==> src/design/lcs_pkg.sv <==
package lcs_pkg;
    localparam int CLK_HZ          = 50_000_000;
    localparam int MS_PER_S        = 1000;
    localparam int BL_TIMEOUT_S    = 15 * 60;
    localparam int AUD_TIMEOUT_S   = 15 * 60;
    localparam int CHANNEL_SELECT_BUTTON_HOLD_S     = 3;
    localparam int RESTORE_HOLD_S  = 5;
    localparam int TUNE_MS         = 2000;
    localparam int FULL_SENS_MS    = 30000;
    localparam int FLASH_PER_S     = 3;
    localparam int FLASH_HALF_MS   = MS_PER_S / (2 * FLASH_PER_S);
    localparam int THR_DEN         = 40000;
    localparam int THR_L1          = 256;
    localparam int IND_MIN_UH      = 20;
    localparam int IND_MAX_UH      = 2500;
    localparam int IND_UNITS_PER_UH = 100;
    localparam int IND_W           = 24;
    localparam int CFG_W           = 19;
    localparam logic [26:0] FAULT_DEN = 27'h4;
    localparam logic [26:0] FAULT_LO  = 27'h3;
    localparam logic [26:0] FAULT_HI  = 27'h5;

    localparam logic [3:0] SENS_MIN  = 4'h1;
    localparam logic [3:0] SENS_MAX  = 4'h9;
    localparam logic [3:0] SENS_DEF  = 4'h6;
    localparam logic [2:0] FREQ_DEF0 = 3'h3;
    localparam logic [2:0] FREQ_DEF1 = 3'h7;

    // Filter-off response times in ms: 20, 27, 42, 72, 133
    localparam logic [7:0] RESP_FAST_MS = 8'h14;
    localparam logic [7:0] RESP_L6_MS   = 8'h1b;
    localparam logic [7:0] RESP_L7_MS   = 8'h2a;
    localparam logic [7:0] RESP_L8_MS   = 8'h48;
    localparam logic [7:0] RESP_SLOW_MS = 8'h85;

    localparam logic [3:0] BTN_CHANNEL_SELECT_BUTTON_ONLY = 4'h1;

    localparam logic [4:0] A_CFG0 = 5'h00;
    localparam logic [4:0] A_CFG1 = 5'h04;
    localparam logic [4:0] A_GLOB = 5'h08;
    localparam logic [4:0] A_STAT = 5'h0c;
    localparam logic [4:0] A_FAIL = 5'h10;

    typedef struct packed {
        logic       opt11;
        logic       opt2;
        logic       opt1;
        logic [3:0] ext;
        logic [3:0] dly;
        logic       rsv;
        logic [2:0] freq;
        logic [3:0] sens;
    } lcs_cfg_t;

    localparam lcs_cfg_t CFG_DEF0 = '{sens: SENS_DEF, freq: FREQ_DEF0, default: '0};
    localparam lcs_cfg_t CFG_DEF1 = '{sens: SENS_DEF, freq: FREQ_DEF1, default: '0};

    typedef struct packed {
        lcs_cfg_t         cfg;
        logic [14:0]      tune_ms;
        logic [IND_W-1:0] ref_val;
        logic             occ;
        logic [7:0]       filt_ms;
        logic             fault;
        logic             flt_hi;
        logic             flash;
        logic [7:0]       fcnt;
        logic [3:0]       dly_s;
        logic [3:0]       ext_s;
        logic             call;
    } lcs_ch_t;

    typedef struct packed {
        logic ind;
        logic call;
        logic loop_fail;
        logic low_inductance_fault;
        logic high_inductance_fault;
        logic tuned;
        logic full;
        logic flash;
        logic occ;
    } lcs_chout_t;

    typedef struct packed {
        lcs_ch_t [1:0] ch;
        logic          nf_dis;
        logic          sel;
        logic [3:0]    btn_q;
        logic [15:0]   ms_cnt;
        logic [9:0]    ms_in_s;
        logic          bl;
        logic [9:0]    bl_s;
        logic [2:0]    hold_s;
        logic          hold_done;
        logic [9:0]    aud_s;
        logic [7:0]    flash_ms;
        logic          flash_ph;
        logic          dp_act;
        logic          dp_wr;
        logic [4:0]    dp_addr;
        logic [31:0]   rdata;
    } lcs_st_t;

    function automatic logic [7:0] lcs_resp_ms(input logic [3:0] sens, input logic nf_dis);
        logic [7:0] r;
        r = RESP_SLOW_MS;
        if (nf_dis) begin
            case (sens)
                4'h6:    r = RESP_L6_MS;
                4'h7:    r = RESP_L7_MS;
                4'h8:    r = RESP_L8_MS;
                4'h9:    r = RESP_SLOW_MS;
                default: r = RESP_FAST_MS;
            endcase
        end
        return r;
    endfunction : lcs_resp_ms

    // Threshold in units of 1/THR_DEN, halving per level
    function automatic logic [8:0] lcs_thr(input logic [3:0] sens);
        return 9'(THR_L1 >> (sens - SENS_MIN));
    endfunction : lcs_thr
endpackage : lcs_pkg

==> src/design/lcs_top.sv <==
`timescale 1ns/1ns
module lcs_top
    import lcs_pkg::*;
#(
    parameter int unsigned      MS_CYCLES = CLK_HZ / MS_PER_S,
    parameter logic [IND_W-1:0] IND_MIN   = IND_W'(IND_MIN_UH * IND_UNITS_PER_UH),
    parameter logic [IND_W-1:0] IND_MAX   = IND_W'(IND_MAX_UH * IND_UNITS_PER_UH)
)(
    input  wire  logic                   hclk,
    input  wire  logic                   hresetn,
    input  wire  logic                   hsel,
    input  wire  logic [31:0]            haddr,
    input  wire  logic [1:0]             htrans,
    input  wire  logic                   hwrite,
    input  wire  logic [2:0]             hsize,
    input  wire  logic [31:0]            hwdata,
    input  wire  logic                   hready,
    output logic       [31:0]            hrdata,
    output logic                         hreadyout,
    output logic                         hresp,
    input  wire  logic [3:0]             front_btn,
    input  wire  logic [1:0]             phase_green,
    input  wire  logic [1:0][IND_W-1:0]  loop_ind,
    output lcs_chout_t [1:0]             channel_select_button_out,
    output logic                         backlight,
    output logic                         display_test,
    output logic                         restore_active,
    output logic       [2:0]             restore_count,
    output logic                         audible,
    output logic                         sel_channel
);
    // power-up: defaults, all diagnostic options off
    localparam lcs_st_t ST_RST = '{ch: '{'{cfg: CFG_DEF1, default: '0}, '{cfg: CFG_DEF0, default: '0}},
                                   default: '0};

    lcs_st_t s;
    lcs_st_t n;
    logic    all_on;
    logic    channel_select_button_only;

    assign all_on    = &s.btn_q;
    assign channel_select_button_only = s.btn_q == BTN_CHANNEL_SELECT_BUTTON_ONLY;

    always_comb begin
        logic             ms_tick;
        logic             sec_tick;
        logic             btn_chg;
        logic             wr;
        logic             restore;
        logic             channel_select_button_hold;
        logic [1:0]       rst_ch;
        lcs_cfg_t         wcfg;
        logic [IND_W-1:0] m;
        logic [IND_W-1:0] dif;
        logic [39:0]      lhs;
        logic [39:0]      rhs;
        logic [26:0]      m4;
        logic [9:0]       thr;
        logic             in_rng;
        logic             tuned;
        logic             full;
        logic             lo_c;
        logic             hi_c;
        logic             raw;
        logic             occ_n;
        logic             new_f;
        n         = s;
        ms_tick   = s.ms_cnt == 16'(MS_CYCLES - 1);
        sec_tick  = ms_tick && s.ms_in_s == 10'(MS_PER_S - 1);
        btn_chg   = front_btn != s.btn_q;
        wr        = s.dp_act && s.dp_wr;
        restore   = 1'b0;
        channel_select_button_hold = 1'b0;
        rst_ch    = '0;
        wcfg      = lcs_cfg_t'(hwdata[CFG_W-1:0]);
        wcfg.rsv  = 1'b0;
        m = '0;
        dif = '0;
        lhs = '0;
        rhs = '0;
        m4 = '0;
        thr = '0;
        in_rng = 1'b0;
        tuned = 1'b0;
        full = 1'b0;
        lo_c = 1'b0;
        hi_c = 1'b0;
        raw = 1'b0;
        occ_n = 1'b0;
        new_f = 1'b0;

        n.ms_cnt = ms_tick ? '0 : s.ms_cnt + 16'h1;
        if (ms_tick) begin
            n.ms_in_s = sec_tick ? '0 : s.ms_in_s + 10'h1;
        end
        n.btn_q = front_btn;
        // shared second tick restarts on any button change
        if (btn_chg) begin
            n.ms_in_s = '0;
        end

        // backlight on press, off after idle timeout
        if (|(front_btn & ~s.btn_q)) begin
            n.bl   = 1'b1;
            n.bl_s = '0;
        end else if (s.bl && sec_tick) begin
            if (s.bl_s == 10'(BL_TIMEOUT_S - 1)) begin
                n.bl = 1'b0;
            end else begin
                n.bl_s = s.bl_s + 10'h1;
            end
        end

        if (btn_chg) begin
            n.hold_s    = '0;
            n.hold_done = 1'b0;
        end else if (sec_tick && (channel_select_button_only || all_on) && !s.hold_done) begin
            n.hold_s = s.hold_s + 3'h1;
        end
        // channel button held selects a channel reset
        channel_select_button_hold = !btn_chg && channel_select_button_only && !s.hold_done && s.hold_s == 3'(CHANNEL_SELECT_BUTTON_HOLD_S);
        // all four held for the full countdown
        restore   = !btn_chg && all_on && !s.hold_done && s.hold_s == 3'(RESTORE_HOLD_S);
        if (channel_select_button_hold || restore) begin
            n.hold_done = 1'b1;
        end
        if (front_btn == BTN_CHANNEL_SELECT_BUTTON_ONLY && s.btn_q == '0) begin
            n.sel = !s.sel;
        end

        if (ms_tick) begin
            if (s.flash_ms == 8'(FLASH_HALF_MS - 1)) begin
                n.flash_ms = '0;
                n.flash_ph = !s.flash_ph;
            end else begin
                n.flash_ms = s.flash_ms + 8'h1;
            end
        end

        if ((s.ch[0].cfg.opt11 || s.ch[1].cfg.opt11) && sec_tick) begin
            if (s.aud_s == 10'(AUD_TIMEOUT_S - 1)) begin
                n.ch[0].cfg.opt11 = 1'b0;
                n.ch[1].cfg.opt11 = 1'b0;
            end else begin
                n.aud_s = s.aud_s + 10'h1;
            end
        end

        n.dp_act  = hsel && htrans[1] && hready;
        n.dp_wr   = hwrite;
        n.dp_addr = haddr[4:0];
        if (hsel && htrans[1] && hready && !hwrite) begin
            case (haddr[4:0])
                A_CFG0:  n.rdata = 32'(s.ch[0].cfg);
                A_CFG1:  n.rdata = 32'(s.ch[1].cfg);
                A_GLOB:  n.rdata = 32'(s.nf_dis);
                A_STAT:  n.rdata = {restore_count, restore_active, display_test, s.bl, s.sel,
                                    channel_select_button_out[1], 7'h0, channel_select_button_out[0]};
                A_FAIL:  n.rdata = {16'h0, s.ch[1].fcnt, s.ch[0].fcnt};
                default: n.rdata = '0;
            endcase
        end

        for (int c = 0; c < 2; c++) begin
            if (wr && s.dp_addr == (c == 0 ? A_CFG0 : A_CFG1)) begin
                n.ch[c].cfg = wcfg;
                if (wcfg.sens != s.ch[c].cfg.sens || wcfg.freq != s.ch[c].cfg.freq) begin
                    rst_ch[c] = 1'b1;
                end
                // one channel at a time, timer restarts
                if (wcfg.opt11 && !s.ch[c].cfg.opt11) begin
                    n.ch[1 - c].cfg.opt11 = 1'b0;
                    n.aud_s = '0;
                end
            end
        end
        if (wr && s.dp_addr == A_GLOB) begin
            n.nf_dis = hwdata[0];
            if (hwdata[0] != s.nf_dis) begin
                rst_ch = 2'b11;
            end
        end
        if (channel_select_button_hold) begin
            rst_ch[s.sel] = 1'b1;
        end
        if (restore) begin
            n.ch[0].cfg = CFG_DEF0;
            n.ch[1].cfg = CFG_DEF1;
            n.nf_dis    = 1'b0;
            rst_ch      = 2'b11;
        end

        for (int c = 0; c < 2; c++) begin
            m      = loop_ind[c];
            in_rng = m >= IND_MIN && m <= IND_MAX;
            tuned  = s.ch[c].tune_ms >= 15'(TUNE_MS);
            full   = s.ch[c].tune_ms == 15'(FULL_SENS_MS);
            // tune at 2 s, full sensitivity at 30 s
            if (ms_tick && !full) begin
                if (s.ch[c].tune_ms != 15'(TUNE_MS - 1)) begin
                    n.ch[c].tune_ms = s.ch[c].tune_ms + 15'h1;
                end else if (in_rng) begin
                    // retune only with the loop back in range
                    n.ch[c].tune_ms = 15'(TUNE_MS);
                    n.ch[c].ref_val = m;
                end
            end

            m4   = 27'(m) * FAULT_DEN;
            lo_c = m < IND_MIN || (tuned && m4 < 27'(s.ch[c].ref_val) * FAULT_LO);
            hi_c = m > IND_MAX || (tuned && m4 > 27'(s.ch[c].ref_val) * FAULT_HI);
            new_f = (lo_c || hi_c) && !s.ch[c].fault;
            if (lo_c || hi_c) begin
                if (new_f) begin
                    n.ch[c].fcnt  = (&s.ch[c].fcnt) ? s.ch[c].fcnt : s.ch[c].fcnt + 8'h1;
                    n.ch[c].flash = 1'b1;
                end
                n.ch[c].fault  = 1'b1;
                n.ch[c].flt_hi = hi_c;
            end else begin
                n.ch[c].fault = 1'b0;
            end

            // threshold per level, coarser while warming up
            dif = s.ch[c].ref_val - m;
            thr = full ? 10'(lcs_thr(s.ch[c].cfg.sens)) : 10'(lcs_thr(s.ch[c].cfg.sens)) << 1;
            lhs = 40'(dif) * 40'(THR_DEN);
            rhs = 40'(s.ch[c].ref_val) * 40'(thr);
            raw = tuned && s.ch[c].cfg.sens >= SENS_MIN && s.ch[c].cfg.sens <= SENS_MAX
                  && m < s.ch[c].ref_val && lhs >= rhs;
            // change must persist for the response time
            if (raw == s.ch[c].occ) begin
                n.ch[c].filt_ms = '0;
            end else if (ms_tick) begin
                if (s.ch[c].filt_ms + 8'h1 >= lcs_resp_ms(s.ch[c].cfg.sens, s.nf_dis)) begin
                    n.ch[c].occ     = raw;
                    n.ch[c].filt_ms = '0;
                end else begin
                    n.ch[c].filt_ms = s.ch[c].filt_ms + 8'h1;
                end
            end

            occ_n = n.ch[c].occ;
            if (sec_tick && s.ch[c].dly_s != '0) begin
                n.ch[c].dly_s = s.ch[c].dly_s - 4'h1;
            end
            if (sec_tick && s.ch[c].ext_s != '0) begin
                n.ch[c].ext_s = s.ch[c].ext_s - 4'h1;
            end
            if (occ_n && !s.ch[c].occ) begin
                n.ch[c].dly_s = s.ch[c].cfg.dly;
                n.ch[c].ext_s = '0;
            end
            if (!occ_n) begin
                n.ch[c].dly_s = '0;
                if (s.ch[c].occ && s.ch[c].call) begin
                    n.ch[c].ext_s = s.ch[c].cfg.ext;
                end
            end
            if (phase_green[c]) begin
                n.ch[c].dly_s = '0;
            end
            n.ch[c].call = n.ch[c].fault || (occ_n && n.ch[c].dly_s == '0) || n.ch[c].ext_s != '0;

            // channel reset keeps options, clears count, holds fault
            // A failure landing on the reset cycle still counts and flashes: set wins
            if (rst_ch[c]) begin
                n.ch[c] = '{cfg: n.ch[c].cfg, fault: n.ch[c].fault, flt_hi: n.ch[c].flt_hi,
                            call: n.ch[c].fault, flash: new_f, fcnt: 8'(new_f), default: '0};
            end
        end
    end

    always_ff @(posedge hclk or negedge hresetn) begin
        if (!hresetn) begin
            s <= ST_RST;
        end else begin
            s <= n;
        end
    end

    for (genvar c = 0; c < 2; c++) begin : g_out
        assign channel_select_button_out[c] = '{ind: s.ch[c].flash ? s.flash_ph
                                    : (s.ch[c].call || s.ch[c].dly_s != '0 || s.ch[c].ext_s != '0),
                               call: s.ch[c].call,
                               loop_fail: s.ch[c].fault,
                               low_inductance_fault: s.ch[c].fault && !s.ch[c].flt_hi,
                               high_inductance_fault: s.ch[c].fault && s.ch[c].flt_hi,
                               tuned: s.ch[c].tune_ms >= 15'(TUNE_MS),
                               full: s.ch[c].tune_ms == 15'(FULL_SENS_MS),
                               flash: s.ch[c].flash,
                               occ: s.ch[c].occ};
    end

    // display test on two or three buttons
    assign display_test   = $countones(s.btn_q) == 2 || $countones(s.btn_q) == 3;
    assign restore_active = all_on && !s.hold_done;
    assign restore_count  = restore_active ? 3'(RESTORE_HOLD_S) - s.hold_s : '0;
    assign audible        = (s.ch[0].cfg.opt11 && s.ch[0].occ) || (s.ch[1].cfg.opt11 && s.ch[1].occ);
    assign backlight      = s.bl;
    assign sel_channel    = s.sel;
    assign hrdata         = s.rdata;
    assign hreadyout      = 1'b1;
    assign hresp          = 1'b0;
endmodule : lcs_top

==> config.mk <==
export PLATFORM = sky130hd
export DESIGN_NAME = lcs_top
export DESIGN_NICKNAME = d
export VERILOG_FILES = /design/src/design/lcs_pkg.sv /design/src/design/lcs_top.sv
export SDC_FILE = /design/constraint.sdc
export NUM_CORES = 2
export LEC_CHECK = 0
export BUFFER_PORTS_ARGS = -buffer_cell sky130_fd_sc_hd__buf_2
export CAP_MARGIN = 20
export CORE_ASPECT_RATIO = 1.2
export CORE_MARGIN = 4
export CORE_UTILIZATION = 42
export CTS_BUF_LIST = sky130_fd_sc_hd__clkbuf_8
export DETAILED_ROUTE_END_ITERATION = 7
export PLACE_DENSITY = 0.6
export SYNTH_ARGS = -nofsm -noshare
export SYNTH_HDL_FRONTEND = slang
export SYNTH_SLANG_ARGS = --single-unit
==> constraint.sdc <==
create_clock -name hclk -period 18.37 [get_ports hclk]
set_input_delay 1.837 -clock hclk [delete_from_list [all_inputs] [get_ports hclk]]
set_output_delay 1.837 -clock hclk [all_outputs]
set_load 0.005 [all_outputs]
Yosys cells after proc, flatten, opt, wreduce, memory -nomap -nowiden
Cells that the tools add are included.
{ "word_totals": {"regBits": 279} }
{ "op_classes": {"n_reduce_logical": 137, "n_bitwise": 3, "magnitude_cmp": 26, "eq_ne": 42, "muxes": 97, "n_shift": 2, "add_sub_neg": 24, "mul": 8} }
{ "op_table": {"columns": ["operator", "count"], "rows": [
  ["32-bit case mux with 5 select lines", 1],
  ["39-bit two-way mux", 4],
  ["10-bit two-way mux", 14],
  ["68-bit two-way mux", 2],
  ["8-bit two-way mux", 17],
  ["40-bit by 34-bit >= comparator with 1-bit output", 2],
  ["19-bit two-way mux", 4],
  ["24-bit by 10-bit multiplier with 34-bit output", 2],
  ["24-bit by 10-bit multiplier with 34-bit output, second input constant", 2],
  ["8-bit case mux with 4 select lines", 2],
  ["1-bit logical AND", 57],
  ["26-bit by 27-bit > comparator with 1-bit output", 2],
  ["24-bit by 3-bit multiplier with 27-bit output, second input constant", 2],
  ["26-bit < comparator", 2],
  ["24-bit by 2-bit multiplier with 26-bit output, second input constant", 2],
  ["24-bit by 11-bit >= comparator with 1-bit output, second input constant", 2],
  ["24-bit by 18-bit > comparator with 1-bit output, second input constant", 2],
  ["24-bit by 18-bit less-or-equal comparator with 1-bit output, second input constant", 2],
  ["24-bit by 11-bit < comparator with 1-bit output, second input constant", 2],
  ["24-bit < comparator", 2],
  ["24-bit two-way mux", 2],
  ["24-bit subtractor", 2],
  ["8-bit by 1-bit adder with 8-bit output, second input constant", 5],
  ["9-bit two-way mux", 4],
  ["57 further kinds", 201]
]} }

Longest topological paths before layout
{ "logic_depth": {"depth_word": 22, "ltp_mapped": 46} }

Worst setup path before layout
OpenSTA, ideal clock, no wires.
{ "synth_timing": {"path_type": "input to register", "start": "in loop_ind[24] in the netlist's numbering", "end": "reg s (netlist bit channel_select_button_out[16])", "stages": 40, "arrival_time_ps": 10188, "path_buffers": 0, "setup_ps": 126, "slack_ps": 8056, "cell_sequence": "ha_1 inv_1 fa_1 a21o_1 a21oi_1 o21a_1 nor3_1 or3_1 a21oi_1 nor2b_1 o21ai_0 nand2b_1 xor2_1 fa_1 ha_1 inv_1 fa_1 inv_1 (+4 left out) ha_1 a21o_1 a221oi_1 o31ai_1 a221oi_2 xnor2_1 ha_1 a21o_1 a21o_1 a21oi_1 o21ai_0 a21o_1 a2111oi_2 and4b_1 a41o_2 nand2_2 o31a_1 a221o_1"} }
{ "synth_rtl": {"columns": ["element", "line", "rtl"], "rows": [
  ["from (decl)", "lcs_top.sv:23", "input wire logic [1:0][IND_W-1:0] loop_ind,"],
  ["to (signal assigned)", "lcs_top.sv:278", "s <= n;"],
  ["to (decl)", "lcs_top.sv:36", "lcs_st_t s;"]
]} }

==> flow_metrics.py <==
metrics = {
    "run_status": {
        "run_status": "finished, final reports clean",
    },
    "sta": {
        "finalClockSkew_ps": 48.0,
        "report.final.slew_viol_count": 0,
        "finalHoldViolCount": 0,
        "setup_violations": 0,
        "period_share_pct": 62.1,
        "worst_pin_slew_ps": 1070,
        "fin_tns_setup_ps": 0,
        "fmax_mhz": 87.7,
        "rsz0062_at_grt": "false",
        "slew_headroom_pct": 28.3,
        "fin_crit_ps": 11400,
        "setup_slack_ps": 6970,
    },
    "yosys": {
        "ys_warn_count": 0,
        "avgSynthCellArea_um2": 8.51,
        "synth_edf_count": 0,
        "synthDistinctLibCells": 92,
        "syn_area_um2": 47900,
        "ys_ff_latch": 277,
        "synthCells": 5630,
        "yosysTopAreaCell": "fa_1",
        "async_flop_share_pct": 100,
        "synth-seq-area-share_pct": 14.5,
        "synth.area.top_cells": "fa_1, ha_1, dfrtp_1",
        "yosysTopAreaCellShare_pct": 19.8,
        "synth_fp_nets": 6943,
        "synth_top_flop_cell": "dfrtp_1",
    },
    "setup_path": {
        "reg2reg_slack_ps": 6970,
        "endpoint": "channel_select_button_out[7]$_DFF_PN0_",
        "path_buf_inv": 3,
        "arrival_ps": 11930,
        "startpoint": "s[158]$_DFFE_PN0P_",
        "worstPathRequired_ps": 18910,
        "worstSetupPathDepth": 39,
        "reg2reg_from": "s[158]$_DFFE_PN0P_",
        "reg2reg_to": "channel_select_button_out[7]$_DFF_PN0_",
        "crit_path_end_kind": "register",
        "crit_slowest_cell": "nor3_4",
        "cp-start-kind": "register",
        "reg2reg_depth": 39,
        "path_delay_family": "compound AO/OA/AOI/OAI gates",
        "cpMostUsedCell": "fa_1",
        "critPathKind": "reg2reg",
        "slowest_delay_ps": 770,
        "path_max_fanout": 23,
    },
    "clock_network": {
        "cts.sinks": 277,
        "postCtsSetupBuffers": 0,
        "cts_tree": "yes",
        "cts_resized": 0,
        "clockRootBuffer": "clkbuf_8",
        "hold_buffers": 0,
        "cts-htree-levels": 2,
        "clk_latency_ps": 660,
        "cts_buffer_depth": 3,
        "numCtsBuffers": 50,
        "cts.clk_slew.worst_paths_ps": 70,
    },
    "grt": {
        "grt.overflow.total": 0,
        "track_usage_pct": 21.1,
        "grt_start_max_net_pins": 171,
        "grt_pass1_wl_mm": 206,
        "grt_pass1_vias": 39710,
        "antenna_found_initial": 4,
    },
    "finish": {
        "drive_above_1_share_pct": 6.18,
        "final_core_utilization_pct": 45.3,
        "layout_common_cells": "inv_1, ha_1, nand2_1",
        "area_growth_pct": 6.92,
        "fin_area_um2": 51200,
        "nNetsFinal": 6968,
        "final_common_cell": "inv_1",
    },
    "die": {
        "core_region_area_um2": 113000,
        "die_area_um2": 120000,
        "dieWidth_um": 316,
        "io_pins": 188,
        "die_y_um": 378,
        "initial_utilization_pct": 42.3,
        "rows": 135,
    },
    "placement": {
        "dpl_cell_area_um2": 50000,
        "dpl_worst_slack_ps": 6410,
        "io_buffer_count": 140,
        "gp_congestion": 0.867,
        "dp_hpwl_mm": 101,
    },
    "pwr": {
        "p_total_w": 0.00762,
        "ir_drop_mv": 0.185,
        "power_per_cell_area_nw_per_um2": 149,
        "cellLeakagePower_nw": 26.9,
    },
    "detailed_routing": {
        "drt_iter0_drc": 1851,
        "drc": 0,
        "wire_per_inst_um": 17.4,
        "antenna_left": 0,
        "vias": 38684,
        "totalWireLength_mm": 125,
        "viasPerCell": 5.37,
        "drtPass1Iterations": 7,
    },
    "worst_hold_path": {
        "min_path_type": "reg2reg",
    },
    "run": {
        "drv_cap": 0,
    },
}
stage by stage:
step                      std cells  hold slack (ps)
after global routing           7203              481
after global placement         7107              446
after floorplan                5630              433
final                          7205              456
after detailed placement       7108              452
after CTS                      7200              461
flip-flops by register name, indices dropped and copies added (netlist names):
signal,flops
hrdata,32
backlight,1
sel_channel,1
s,235
channel_select_button_out,8
synthesized netlist by cell type, types with 34 or more instances:
| cell type | instances |
|---|---|
| inv_1 | 836 |
| ha_1 | 712 |
| nand2_1 | 556 |
| fa_1 | 473 |
| nor2_1 | 327 |
| a21oi_1 | 282 |
| dfrtp_1 | 268 |
| and2_1 | 264 |
| o21ai_0 | 195 |
| clkbuf_1 | 167 |
| xnor2_1 | 167 |
| xor2_1 | 143 |
| a21o_1 | 129 |
| nor3_1 | 111 |
| nand3_1 | 92 |
| nand4_1 | 82 |
| mux2i_1 | 64 |
| o31ai_1 | 57 |
| nor2b_1 | 56 |
| nand2b_1 | 55 |
| buf_4 | 42 |
| and3_1 | 41 |
| o21a_1 | 40 |
| nor4_1 | 35 |
| o211ai_1 | 34 |
per-layer routing:
metal  GRT usage (%)  part of all wire (%)
met5               0                     0
met3            1.60                   3.2
met4            5.35                   2.6
met2            38.4                    51
met1            26.9                    44
worst register-to-register path: cells and delay by family (launching register included):
family / cells / cell delay (ps)
xor+xnor: 2 / 370
compound gates: 15 / 3760
fa+ha+maj: 8 / 3390
flops: 1 / 430
buf+inv: 3 / 390
simple gates: 11 / 2960
cell families (layout without fill, tap and decap cells):
group	count (synthesis)	in the layout	share of synthesized area (%)
AOI/OAI and AO/OA	996	996	13.5
xor gates and xnor gates	310	310	5.67
adders and majority gates	1185	1185	38.4
buffers and inverters	1049	1114	8.55
DFF	277	277	14.5
muxes	71	71	1.50
other	2	5	0.0157
and+or+nand+nor	1740	1740	17.9
worst min-delay path by stage:
| stage | startpoint | to | slack (ps) | cells past startpoint |
|---|---|---|---|---|
| floorplan | s[83]$_DFF_PN0_ | s[83]$_DFF_PN0_ | 430 | 1 |
| global placement | s[83]$_DFF_PN0_ | s[83]$_DFF_PN0_ | 450 | 1 |
| detailed placement | s[83]$_DFF_PN0_ | s[83]$_DFF_PN0_ | 450 | 1 |
| CTS | s[83]$_DFF_PN0_ | s[83]$_DFF_PN0_ | 460 | 1 |
| global route | s[83]$_DFF_PN0_ | s[83]$_DFF_PN0_ | 480 | 1 |
| finish | s[83]$_DFF_PN0_ | s[83]$_DFF_PN0_ | 460 | 1 |
where the power goes:
part           leakage, nW  internal, W  switching, W
combinational         22.6      0.00260       0.00367
sequential            3.67     0.000629     0.0000486
clock                0.633     0.000386      0.000291
total                 26.9      0.00361       0.00401
area by class of cell:
class	count	area (um^2)
diodes	3	7.51
clock buffers	60	826
clock inverters	32	327
fillers	11299	61900
inverters	836	3140
multi-input cells	4304	37000
flip-flops and latches	277	6940
well taps	1507	1890
repair buffers	186	1110
(Power assumes the default switching activity.)
